File: src/pkg/phase_defs.svh
// Register offsets, option bits, reset values and timing counts of the actuated phase.
`ifndef PHASE_DEFS_SVH
`define PHASE_DEFS_SVH
`define A_MIN_GREEN   5'h00
`define A_PASSAGE     5'h01
`define A_MAX1        5'h02
`define A_MAX2        5'h03
`define A_YEL_CLR     5'h04
`define A_RED_CLR     5'h05
`define A_WALK        5'h06
`define A_ADDED_INIT  5'h07
`define A_MAX_INIT    5'h08
`define A_DELAY_B4    5'h09
`define A_VEHICLE_COUNT_BEFORE_SHRINK     5'h0a
`define A_RED_DUR     5'h0b
`define A_SHRINK      5'h0c
`define A_MIN_GAP     5'h0d
`define A_ADAPT_BOUND 5'h0e
`define A_ADAPT_STEP  5'h0f
`define A_OPTIONS     5'h10
`define A_PHASE_EN    5'h11
`define A_STATUS      5'h12
`define A_CUR_PASS    5'h13
`define A_RUN_MAX     5'h14
`define A_CAR_COUNT   5'h15
`define N_CFG         18
`define PHASE_EN_RST  16'h00ff
`define OPT_MIN_REC   0
`define OPT_MAX_REC   1
`define OPT_PED_REC   2
`define OPT_SOFT_REC  3
`define OPT_LOCK      4
`define OPT_FIXED     5
`define OPT_USE_MAX2  6
`define OPT_COORD     7
`define OPT_FL_ENTRY  8
`define OPT_FL_EXIT   9
`define OPT_DUAL      10
`define OPT_DET_BONUS 11
`define OPT_DET_YLOCK 12
`define OPT_DET_RLOCK 13
`define OPT_ADAPT     14
`define TICK_MS       100
`define CLK_KHZ       25000
`define TENTHS_PER_S  16'h000a
`endif

File: src/pkg/phase_pkg.sv
// Types shared by the actuated phase logic.
package phase_pkg;
	typedef enum {ST_RED, ST_GREEN, ST_YEL, ST_ARED, ST_FLASH} phase_st_t;
	typedef struct packed {
		logic veh;
		logic ped;
		logic fail;
		logic conflict_call;
		logic conflicts_dwell;
		logic concurrent_served;
		logic conflict_served;
		logic flash_req;
	} det_t;
	typedef struct packed {
		logic green;
		logic yellow;
		logic red;
		logic walk;
		logic flash;
	} heads_t;
endpackage : phase_pkg

File: src/design/actuated_phase.sv
// Timing, recall, call locking and flash logic of one actuated traffic phase.
// Function
// - Minimum green plus bonus never exceeds the initial green ceiling.
// - Bonus is off if ceiling not above minimum, bonus zero, or detector option off.
// - Conflicting call starts the delay; after it passage shrinks over the reduction duration.
// - Actuations during yellow and all-red are counted against the vehicle threshold.
// - Shrinking starts when the count exceeds threshold or the delay expires.
// - Linear mode shrinks at initial minus minimum passage over the duration.
// - Time and count delays work together; count delay needs the detector bonus option.
// - Fixed mode shrinks by the fixed amount spread evenly over the duration.
// - Passage never falls below the minimum passage time.
// - Adaptive bound is upper limit above normal maximum, lower limit below it.
// - Adaptive maximum is off under maximum recall or a failed detector.
// - Second and later consecutive max-outs add one step up to the high limit.
// - Second and later gap-outs subtract one step down to the low limit.
// - Disabled phases are never served; phases one to eight enabled at reset.
// - Minimum recall calls the phase outside green and never extends it.
// - Maximum recall calls in red and yellow and extends green to maximum.
// - Any coordination split mode suppresses minimum, maximum, pedestrian and soft recall.
// - Pedestrian recall repeats, but only after a conflicting phase is served.
// - Soft recall calls only while conflicts dwell and no conflicting call exists.
// - Call memory latches yellow and red calls and drives check until served.
// - Flash request finishes entry phases, clears, flashes, then resumes at exit phases.
// - Dual entry phase is called whenever a concurrent phase is served.
// - Bonus time adds to minimum green; the sum, clipped at the ceiling, sets the minimum period.
// - Green stays extensible while actuation is present or passage has not expired.
`timescale 1ns/10ps
`include "phase_defs.svh"
module actuated_phase import phase_pkg::*; #(
	parameter int unsigned TICK_CYCLES = `TICK_MS * `CLK_KHZ,
	parameter int unsigned PHASE_IDX   = 0
) (
	input  wire logic        clk,
	input  wire logic        rst_n,
	input  wire logic [4:0]  addr,
	input  wire logic [15:0] wdata,
	input  wire logic        wr,
	input  wire logic        rd,
	output logic      [15:0] rdata,
	input  wire det_t        det_in,
	output heads_t           heads,
	output logic             check,
	output logic             phase_call,
	output logic      [15:0] phases_enabled
);
	function automatic logic [15:0] sec2t(input logic [15:0] s);
		return 16'(s * `TENTHS_PER_S);
	endfunction : sec2t

	// ----------------------------------------
	// Input synchronisers and tick
	// ----------------------------------------
	det_t        s1_q, det_q;
	logic        veh_prev_q;
	logic [21:0] tick_cnt_q;
	logic        tick, act;

	always_ff @(posedge clk or negedge rst_n) begin
		if (!rst_n) begin
			s1_q       <= '0;
			det_q      <= '0;
			veh_prev_q <= 1'b0;
		end else begin
			s1_q       <= det_in;
			det_q      <= s1_q;
			veh_prev_q <= det_q.veh;
		end
	end
	assign act  = det_q.veh & ~veh_prev_q;
	assign tick = tick_cnt_q == 22'(TICK_CYCLES - 1);

	always_ff @(posedge clk or negedge rst_n) begin
		if (!rst_n) tick_cnt_q <= '0;
		else tick_cnt_q <= tick ? '0 : tick_cnt_q + 22'h000001;
	end

	// ----------------------------------------
	// Register file
	// ----------------------------------------
	logic [15:0] cfg_q [0:`N_CFG-1];
	logic [15:0] rdata_q;
	phase_st_t   st_q, nxt;
	logic        check_q, call_q;
	logic [15:0] cur_pass, running_q;
	logic [7:0]  car_q;

	always_ff @(posedge clk or negedge rst_n) begin
		if (!rst_n) begin
			for (int i = 0; i < `N_CFG; i++) cfg_q[i] <= '0;
			cfg_q[`A_PHASE_EN] <= `PHASE_EN_RST;
		end else if (wr && addr < 5'(`N_CFG)) begin
			cfg_q[addr] <= wdata;
		end
	end

	always_ff @(posedge clk or negedge rst_n) begin
		if (!rst_n) rdata_q <= '0;
		else if (rd) begin
			if (addr < 5'(`N_CFG)) rdata_q <= cfg_q[addr];
			else if (addr == `A_STATUS) rdata_q <= {11'h000, call_q, check_q, 3'(st_q)};
			else if (addr == `A_CUR_PASS) rdata_q <= cur_pass;
			else if (addr == `A_RUN_MAX) rdata_q <= running_q;
			else if (addr == `A_CAR_COUNT) rdata_q <= {8'h00, car_q};
			else rdata_q <= '0;
		end
	end
	assign rdata          = rdata_q;
	assign phases_enabled = cfg_q[`A_PHASE_EN];

	logic [15:0] opt, min_t, pass0, max_init_t, ai, min_gap, dur_t, normal, bound, step;
	logic        recall_ok, maxrec, ph_en, in_yr, conflict, fl, entry;
	assign opt        = cfg_q[`A_OPTIONS];
	assign min_t      = sec2t(cfg_q[`A_MIN_GREEN]);
	assign pass0      = cfg_q[`A_PASSAGE];
	assign max_init_t = sec2t(cfg_q[`A_MAX_INIT]);
	assign ai         = cfg_q[`A_ADDED_INIT];
	assign min_gap    = cfg_q[`A_MIN_GAP];
	assign dur_t      = sec2t(cfg_q[`A_RED_DUR]);
	assign normal     = sec2t(opt[`OPT_USE_MAX2] ? cfg_q[`A_MAX2] : cfg_q[`A_MAX1]);
	assign bound      = sec2t(cfg_q[`A_ADAPT_BOUND]);
	assign step       = cfg_q[`A_ADAPT_STEP];
	assign recall_ok  = ~opt[`OPT_COORD];
	assign maxrec     = opt[`OPT_MAX_REC] & recall_ok;
	assign ph_en      = cfg_q[`A_PHASE_EN][PHASE_IDX];
	assign in_yr      = st_q == ST_YEL || st_q == ST_ARED;
	assign conflict   = det_q.conflict_call;
	assign fl         = det_q.flash_req;
	assign entry      = opt[`OPT_FL_ENTRY];

	// ----------------------------------------
	// Initial green with bonus
	// ----------------------------------------
	logic [15:0] bonus_q, tac, init_t, min_tmr_q, clr_tmr_q, walk_tmr_q;
	logic        bonus_on, green_start, yel_start, ared_start;
	assign green_start = nxt == ST_GREEN && st_q != ST_GREEN;
	assign yel_start   = nxt == ST_YEL && st_q != ST_YEL;
	assign ared_start  = nxt == ST_ARED && st_q != ST_ARED;
	assign bonus_on = max_init_t > min_t && ai != 16'h0000 && opt[`OPT_DET_BONUS];
	assign tac      = min_t + bonus_q;
	assign init_t   = !bonus_on ? min_t : (tac > max_init_t ? max_init_t : tac);

	always_ff @(posedge clk or negedge rst_n) begin
		if (!rst_n) bonus_q <= '0;
		else if (green_start) bonus_q <= '0;
		else if (act && (in_yr || st_q == ST_RED) && opt[`OPT_DET_BONUS])
			bonus_q <= (bonus_q + ai > max_init_t) ? max_init_t : bonus_q + ai;
	end

	always_ff @(posedge clk or negedge rst_n) begin
		if (!rst_n) min_tmr_q <= '0;
		else if (green_start) min_tmr_q <= init_t;
		else if (tick && min_tmr_q != 16'h0000) min_tmr_q <= min_tmr_q - 16'h0001;
	end

	// ----------------------------------------
	// Passage reduction
	// ----------------------------------------
	logic [7:0]  cars_g_q;
	logic [15:0] tbr_q, red_el_q, span, shrink, reduction, raw;
	logic        delay_done, car_done, red_go;

	always_ff @(posedge clk or negedge rst_n) begin
		if (!rst_n) begin
			car_q    <= '0;
			cars_g_q <= '0;
		end else if (green_start) begin
			cars_g_q <= car_q;
			car_q    <= '0;
		end else if (act && in_yr && car_q != 8'hff) begin
			car_q <= car_q + 8'h01;
		end
	end

	assign delay_done = tbr_q >= sec2t(cfg_q[`A_DELAY_B4]);
	assign car_done   = opt[`OPT_DET_BONUS] && cars_g_q > cfg_q[`A_VEHICLE_COUNT_BEFORE_SHRINK][7:0];
	assign red_go     = st_q == ST_GREEN && conflict && (delay_done || car_done);

	always_ff @(posedge clk or negedge rst_n) begin
		if (!rst_n) begin
			tbr_q    <= '0;
			red_el_q <= '0;
		end else if (green_start || !conflict) begin
			tbr_q    <= '0;
			red_el_q <= '0;
		end else if (tick && st_q == ST_GREEN) begin
			if (!delay_done) tbr_q <= tbr_q + 16'h0001;
			if (red_go && red_el_q < dur_t) red_el_q <= red_el_q + 16'h0001;
		end
	end

	assign span   = pass0 > min_gap ? pass0 - min_gap : 16'h0000;
	assign shrink = opt[`OPT_FIXED] ? cfg_q[`A_SHRINK] : span;
	assign reduction = dur_t == 16'h0000 ? (red_go ? shrink : 16'h0000)
		: 16'(32'(shrink) * 32'(red_el_q) / 32'(dur_t));
	assign raw      = pass0 > reduction ? pass0 - reduction : 16'h0000;
	assign cur_pass = raw < min_gap ? min_gap : raw;

	logic [15:0] pass_q;
	always_ff @(posedge clk or negedge rst_n) begin
		if (!rst_n) pass_q <= '0;
		else if (green_start || det_q.veh) pass_q <= cur_pass;
		else if (tick && pass_q != 16'h0000) pass_q <= pass_q - 16'h0001;
	end

	// ----------------------------------------
	// Maximum green and adaptive maximum
	// ----------------------------------------
	logic [15:0] maxt_q, hi, lo, eff_max;
	logic        adapt_on, maxout, gapout, last_max_q, last_gap_q;
	assign hi       = bound > normal ? bound : normal;
	assign lo       = bound > normal ? normal : bound;
	assign adapt_on = opt[`OPT_ADAPT] && !maxrec && !det_q.fail;
	assign eff_max  = adapt_on ? running_q : normal;

	always_ff @(posedge clk or negedge rst_n) begin
		if (!rst_n) maxt_q <= '0;
		else if (green_start) maxt_q <= '0;
		else if (tick && st_q == ST_GREEN && (conflict || maxrec) && maxt_q != 16'hffff)
			maxt_q <= maxt_q + 16'h0001;
	end

	assign maxout = st_q == ST_GREEN && min_tmr_q == 16'h0000 && maxt_q >= eff_max
		&& (conflict || maxrec);
	assign gapout = st_q == ST_GREEN && min_tmr_q == 16'h0000 && pass_q == 16'h0000
		&& conflict && !maxrec && !maxout;

	always_ff @(posedge clk or negedge rst_n) begin
		if (!rst_n) begin
			running_q  <= '0;
			last_max_q <= 1'b0;
			last_gap_q <= 1'b0;
		end else if (!adapt_on) begin
			running_q <= normal;
		end else if (maxout) begin
			if (last_max_q && running_q + step <= hi) running_q <= running_q + step;
			last_max_q <= 1'b1;
			last_gap_q <= 1'b0;
		end else if (gapout) begin
			if (last_gap_q && running_q >= lo + step) running_q <= running_q - step;
			last_gap_q <= 1'b1;
			last_max_q <= 1'b0;
		end
	end

	// ----------------------------------------
	// Calls, recalls and locking
	// ----------------------------------------
	logic live, latch_q, lock, ped_pend_q, ped_blk_q, call_any, dual;
	assign live = det_q.veh | det_q.ped;
	assign lock = opt[`OPT_LOCK] ? (in_yr || st_q == ST_RED)
		: (st_q == ST_YEL && opt[`OPT_DET_YLOCK])
		|| ((st_q == ST_ARED || st_q == ST_RED) && opt[`OPT_DET_RLOCK]);
	assign dual = opt[`OPT_DUAL] & det_q.concurrent_served;
	assign call_any = live | latch_q | dual | ped_pend_q
		| (recall_ok & opt[`OPT_MIN_REC] & st_q != ST_GREEN)
		| (maxrec & st_q != ST_GREEN)
		| (recall_ok & opt[`OPT_SOFT_REC] & det_q.conflicts_dwell & ~conflict);

	always_ff @(posedge clk or negedge rst_n) begin
		if (!rst_n) latch_q <= 1'b0;
		else if (green_start) latch_q <= 1'b0;
		else if (live && lock) latch_q <= 1'b1;
	end

	always_ff @(posedge clk or negedge rst_n) begin
		if (!rst_n) begin
			ped_pend_q <= 1'b0;
			ped_blk_q  <= 1'b0;
		end else begin
			if (green_start) ped_pend_q <= 1'b0;
			else if (det_q.ped || (recall_ok && opt[`OPT_PED_REC] && !ped_blk_q))
				ped_pend_q <= 1'b1;
			if (det_q.conflict_served) ped_blk_q <= 1'b0;
			else if (green_start && ped_pend_q) ped_blk_q <= 1'b1;
		end
	end

	always_ff @(posedge clk or negedge rst_n) begin
		if (!rst_n) begin
			check_q <= 1'b0;
			call_q  <= 1'b0;
		end else begin
			check_q <= nxt != ST_GREEN && (latch_q || (live && st_q != ST_GREEN));
			call_q  <= call_any && st_q != ST_GREEN;
		end
	end
	assign check      = check_q;
	assign phase_call = call_q;

	// ----------------------------------------
	// Interval sequence and flash
	// ----------------------------------------
	always_comb begin
		nxt = st_q;
		case (st_q)
			ST_RED: begin
				if (fl && !entry) nxt = ST_FLASH;
				else if (ph_en && (call_any || (fl && entry))) nxt = ST_GREEN;
			end
			ST_GREEN: begin
				if (maxout || gapout || !ph_en || (fl && min_tmr_q == 16'h0000))
					nxt = ST_YEL;
			end
			ST_YEL:  if (clr_tmr_q == 16'h0000) nxt = ST_ARED;
			ST_ARED: if (clr_tmr_q == 16'h0000) nxt = (fl && entry) ? ST_FLASH : ST_RED;
			ST_FLASH: begin
				if (!fl) nxt = (opt[`OPT_FL_EXIT] && ph_en) ? ST_GREEN : ST_RED;
			end
			default: nxt = ST_RED;
		endcase
	end

	always_ff @(posedge clk or negedge rst_n) begin
		if (!rst_n) st_q <= ST_RED;
		else st_q <= nxt;
	end

	always_ff @(posedge clk or negedge rst_n) begin
		if (!rst_n) clr_tmr_q <= '0;
		else if (yel_start) clr_tmr_q <= cfg_q[`A_YEL_CLR];
		else if (ared_start) clr_tmr_q <= cfg_q[`A_RED_CLR];
		else if (tick && clr_tmr_q != 16'h0000) clr_tmr_q <= clr_tmr_q - 16'h0001;
	end

	always_ff @(posedge clk or negedge rst_n) begin
		if (!rst_n) walk_tmr_q <= '0;
		else if (green_start) walk_tmr_q <= ped_pend_q ? sec2t(cfg_q[`A_WALK]) : 16'h0000;
		else if (nxt != ST_GREEN) walk_tmr_q <= '0;
		else if (tick && walk_tmr_q != 16'h0000) walk_tmr_q <= walk_tmr_q - 16'h0001;
	end

	heads_t heads_q;
	always_ff @(posedge clk or negedge rst_n) begin
		if (!rst_n) heads_q <= '{green: 1'b0, yellow: 1'b0, red: 1'b1, walk: 1'b0, flash: 1'b0};
		else begin
			heads_q.green  <= nxt == ST_GREEN;
			heads_q.yellow <= nxt == ST_YEL;
			heads_q.red    <= nxt == ST_RED || nxt == ST_ARED;
			heads_q.walk   <= nxt == ST_GREEN && walk_tmr_q != 16'h0000;
			heads_q.flash  <= nxt == ST_FLASH;
		end
	end
	assign heads = heads_q;

	// ----------------------------------------
	// Assertions
	// ----------------------------------------
	a_init_ceiling: assert property (@(posedge clk) disable iff (!rst_n)
		$rose(st_q == ST_GREEN) && $past(bonus_on) && $stable(max_init_t)
		|-> min_tmr_q <= max_init_t && min_tmr_q >= min_t)
		else $error("initial green above ceiling");
	a_bonus_off: assert property (@(posedge clk) disable iff (!rst_n)
		$rose(st_q == ST_GREEN) && !$past(bonus_on) |-> min_tmr_q == $past(min_t))
		else $error("initial green not minimum green");
	a_shrink_hold: assert property (@(posedge clk) disable iff (!rst_n)
		st_q == ST_GREEN && !delay_done && !car_done && red_el_q == 16'h0000
		|=> red_el_q == 16'h0000)
		else $error("reduction started early");
	a_pass_floor: assert property (@(posedge clk) disable iff (!rst_n)
		st_q == ST_GREEN |-> cur_pass >= min_gap && pass_q <= $past(cur_pass, 1) + 16'h0000
		|| $past(st_q) != ST_GREEN)
		else $error("passage below minimum");
	a_linear_end: assert property (@(posedge clk) disable iff (!rst_n)
		!opt[`OPT_FIXED] && dur_t != 16'h0000 && red_el_q == dur_t && pass0 >= min_gap
		|-> cur_pass == min_gap)
		else $error("linear reduction misses minimum");
	a_adapt_off: assert property (@(posedge clk) disable iff (!rst_n)
		!adapt_on ##1 $stable(normal) |-> running_q == normal)
		else $error("adaptive maximum not disabled");
	a_disabled_red: assert property (@(posedge clk) disable iff (!rst_n)
		st_q == ST_RED && !ph_en |=> st_q != ST_GREEN)
		else $error("disabled phase served");
	a_minrec_call: assert property (@(posedge clk) disable iff (!rst_n)
		recall_ok && opt[`OPT_MIN_REC] && st_q != ST_GREEN |=> phase_call)
		else $error("minimum recall missing");
	a_lock_check: assert property (@(posedge clk) disable iff (!rst_n)
		latch_q && nxt != ST_GREEN |=> check)
		else $error("locked call without check");
endmodule : actuated_phase

File: config.mk
export PLATFORM = sky130hd
export DESIGN_NAME = actuated_phase
export DESIGN_NICKNAME = d
export VERILOG_FILES = /design/src/pkg/phase_pkg.sv /design/src/design/actuated_phase.sv
export VERILOG_INCLUDE_DIRS = /design/src /design/src/pkg
export SDC_FILE = /design/constraint.sdc
export NUM_CORES = 2
export LEC_CHECK = 0
export ABC_CLOCK_PERIOD_IN_PS = 279100
export BUFFER_PORTS_ARGS = -buffer_cell sky130_fd_sc_hd__buf_2
export CELL_PAD_IN_SITES_DETAIL_PLACEMENT = 0
export CELL_PAD_IN_SITES_GLOBAL_PLACEMENT = 2
export CORE_MARGIN = 2
export CORE_UTILIZATION = 30
export CTS_BUF_LIST = sky130_fd_sc_hd__clkbuf_4
export DETAILED_ROUTE_END_ITERATION = 12
export PLACE_DENSITY = 0.62
export SLEW_MARGIN = 20
export SYNTH_ARGS = -nofsm -noshare
export SYNTH_HDL_FRONTEND = slang
export SYNTH_SLANG_ARGS = --single-unit
File: constraint.sdc
create_clock -name clk -period 279.1 [get_ports clk]
set_clock_uncertainty 0.1 [all_clocks]
set_input_delay 55.82 -clock clk [delete_from_list [all_inputs] [get_ports clk]]
set_output_delay 55.82 -clock clk [all_outputs]
set_load 0.005 [all_outputs]
==> results.md <==
* Outcome: complete, no violations
* HPWL Detailed at 196 mm
* GRT Max-Usage Layer: met2
* Fin crit period at 109.88 ns
* Clock Path Buffers at 3
* Layout Cells excl Fill at 10900
* CP endpoint kind: register
* Asr flop ratio synth at 100%
* Post-cts resize count at 0
* Slew @ Worst Pin at 1.17 ns
* Netlist cell types at 126
* Most frequent cell on the critical path: o21a_1
* Seq/Total Area, Yosys at 20.2%
* Post-synth EDFFs at 0
* Detail Route Antenna Nets at 0
* Clock slew at reported path FFs at 0.07 ns
* # IOs at 72
* DR vias at 58600
* Worst skew pair latency at 1.17 ns
* Main synth FF type: dfrtp_1
* Largest net degree at the start of global routing at 151
* Vias per inst at 5.36
* Dpl ws at 169.35 ns
* Delay-heaviest family, CP: compound AO/OA/AOI/OAI gates
* NumNets Final at 8966
* CTS tree: done
* Mapped Area at 67700 um2
* Num CTS Buffers at 155
* Setup total negative slack at 0 ns
* Core Rows at 174
* # DRC at 0
* Seq cells post-synth at 547
* Share of layout cells above drive strength 1 at 13.1%
* Number of port buffers at 71
* Gpl congestion at 0.906
* Max_cap viols at 0
* GR met2 Demand/Resource at 33.6%
* Met1 Track Usage GR at 30.4%
* First-pass GRT wire length at 373 mm
* YS warnings at 0
* Number of flip-flops under the largest register name at 192
* Crit path DAT at 110.76 ns
* Hold/Removal Path Class: reg2reg
* CP startpoint kind: register
* Largest regs: cfg_q: 192 flops, st_q: 32 flops, tick_cnt_q: 22 flops
* Initial antenna violation count at 34
* Drt first pass iters at 5
* # fillers at 23800
* CP max-delay cell: a22o_1
* Clock Tree Root: clkbuf_4
* DRT Wirelength at 248 mm
* Footprint of the multi-input gates at 51100 um2
* Biggest register: cfg_q
* Max-slew violations at 0
* Worst path max stage delay at 0.95 ns
* Syn Inst Count at 7790
* Worst reg2reg path startpoint: min_gap[0]
* Cts hold-fix bufs at 0
* Gr ovfl total at 0
* Mean area per synthesized cell at 8.70 um2
* Final Hold Viols at 0
* Die ar. at 230000 um2
* H-tree depth at 4
* DIE WIDTH at 479 um
* CP Max Fanout at 34
* Inst Count DP at 10700
* Core area at 225000 um2
* Hold wc startpoint: s1_q[2]
* CP Buf/Inv Count at 23
* Total GRT Usage at 21.2%
* Crit path kind: reg2reg
* Final setup viols at 0
* Fmax at 9.10 MHz
* RSZ-0062 raised after global routing: false
* Hold_ws at 0.245 ns
* Crit path required time at 279.98 ns
* Clock sinks at 547
* Wire per inst at 22.7 um
* Final worst setup slack at 169.22 ns
* Fin crit share at 39.4%
* Post-CTS Setup Repair Bufs at 0
* Max_slew headroom at 21.4%
* Vias in the first global route at 57900
* Die Y at 479 um
* Worst setup path start: min_gap[0]
* GR Util met3 at 3.32%
* Register area at 13700 um2
* Effective utilization at floorplan at 30.2%
* DR iter-0 viols at 4002
* Area Growth Syn to Fin at 8.53%
-- layout by cell type (no fill, tap or decap), drive strengths merged, types with 96 or more instances in the layout --
| master | instances |
|---|---|
| mux2i | 119 |
| and2 | 148 |
| dfrtp | 538 |
| o21a | 252 |
| o21ai | 334 |
| inv | 528 |
| fa | 208 |
| nor3 | 288 |
| o31ai | 96 |
| nand3 | 135 |
| clkbuf | 215 |
| buf | 155 |
| nor2 | 676 |
| ha | 897 |
| nand2 | 610 |
| mux2 | 395 |
| a21oi | 535 |
| xor2 | 190 |
| xnor2 | 247 |
| a21o | 149 |
-- path summary, 6_finish.rpt --
check / endpoint / slack, ns / depth (start not counted)
worst max register to register: rdata[5] / 169.22 / 471
worst min register to register: det_q[2] / 0.24 / 0
min in group asynchronous: walk_tmr_q[0] / 54.61 / 1
worst max-delay path: rdata[5] / 169.22 / 471
max in group asynchronous: pass_q[0] / 221.87 / 3
worst min-delay path: det_q[2] / 0.24 / 0
-- routing by layer --
| layer | vias to the layer above | share of wire [%] |
|---|---|---|
| met5 | - | 0.036 |
| met4 | 16 | 1.9 |
| met3 | 270 | 5.3 |
| met2 | 1353 | 44 |
| met1 | 28800 | 48 |
| li1 | 28200 | - |
-- through the flow --
step	area [um2]	util (%)
6_report	73500	32.7
4_1_cts	73400	32.7
5_1_grt	73500	32.7
3_3_place_gp	71500	31.8
2_1_floorplan	67800	-
3_5_place_dp	71500	31.8
-- synthesized netlist by cell type, types with 22 or more instances --
| cell type | instances | area share [%] |
|---|---|---|
| nand3_1 | 131 | 0.97 |
| or2_2 | 52 | 0.48 |
| mux2_2 | 382 | 6.4 |
| a31oi_1 | 52 | 0.48 |
| nand4_1 | 86 | 0.79 |
| nand2b_1 | 83 | 0.77 |
| nand2_1 | 610 | 3.4 |
| nor2b_1 | 80 | 0.74 |
| ha_1 | 897 | 17 |
| dfrtp_1 | 538 | 20 |
| buf_1 | 27 | 0.15 |
| fa_1 | 208 | 6.1 |
| o21ai_1 | 24 | 0.18 |
| nor3_1 | 281 | 2.1 |
| o21a_1 | 252 | 2.8 |
| mux2i_1 | 116 | 1.7 |
| o21ai_0 | 305 | 2.3 |
| and3_1 | 49 | 0.45 |
| xnor2_1 | 246 | 3.2 |
| o211ai_1 | 50 | 0.55 |
| nor4_1 | 44 | 0.41 |
| or3_1 | 58 | 0.54 |
| o31ai_1 | 94 | 1.0 |
| a211oi_1 | 61 | 0.68 |
| nor2_1 | 672 | 3.7 |
| and2_1 | 148 | 1.4 |
| xor2_1 | 190 | 2.5 |
| mux4_2 | 75 | 2.5 |
| a21oi_1 | 527 | 3.9 |
| or4_1 | 22 | 0.24 |
| inv_1 | 521 | 2.9 |
| clkbuf_1 | 230 | 1.3 |
| a21o_1 | 149 | 1.7 |
| o21bai_1 | 85 | 0.94 |
| a221oi_1 | 23 | 0.30 |
-- worst register-to-register path, delay by kind of cell, from the launching register on --
| kind | cells | cell delay [ns] |
|---|---|---|
| fa+ha+maj | 43 | 14.10 |
| simple gates | 97 | 23.36 |
| buf+inv | 23 | 3.80 |
| compound gates | 303 | 65.97 |
| mux | 5 | 1.93 |
| flops | 1 | 0.44 |
-- final cells by class --
cell class	instances	share of cell area [%]
Timing Repair Buffer	155	1.39
Sequential cell	547	18.6
Clock buffer	215	2.20
Inverter	522	2.67
Multi-Input combinational cell	6447	69.5
Tap cell	2992	5.09
Clock inverter	49	0.461
Antenna cell	16	0.0545
-- logic make-up after synthesis --
group	after synthesis	synth area share, %
AO/OA/AOI/OAI	1878	18.5
XOR/XNOR	438	5.69
adder cells (fa/ha/maj)	1105	22.7
buffers and inverters	824	4.77
flip-flops	547	20.2
multiplexers	589	10.9
other	1	0.00554
AND/OR/NAND/NOR	2408	17.2
Power is not shown: default switching activity piles up to over one toggle a cycle in this logic, so the estimate is an artifact.
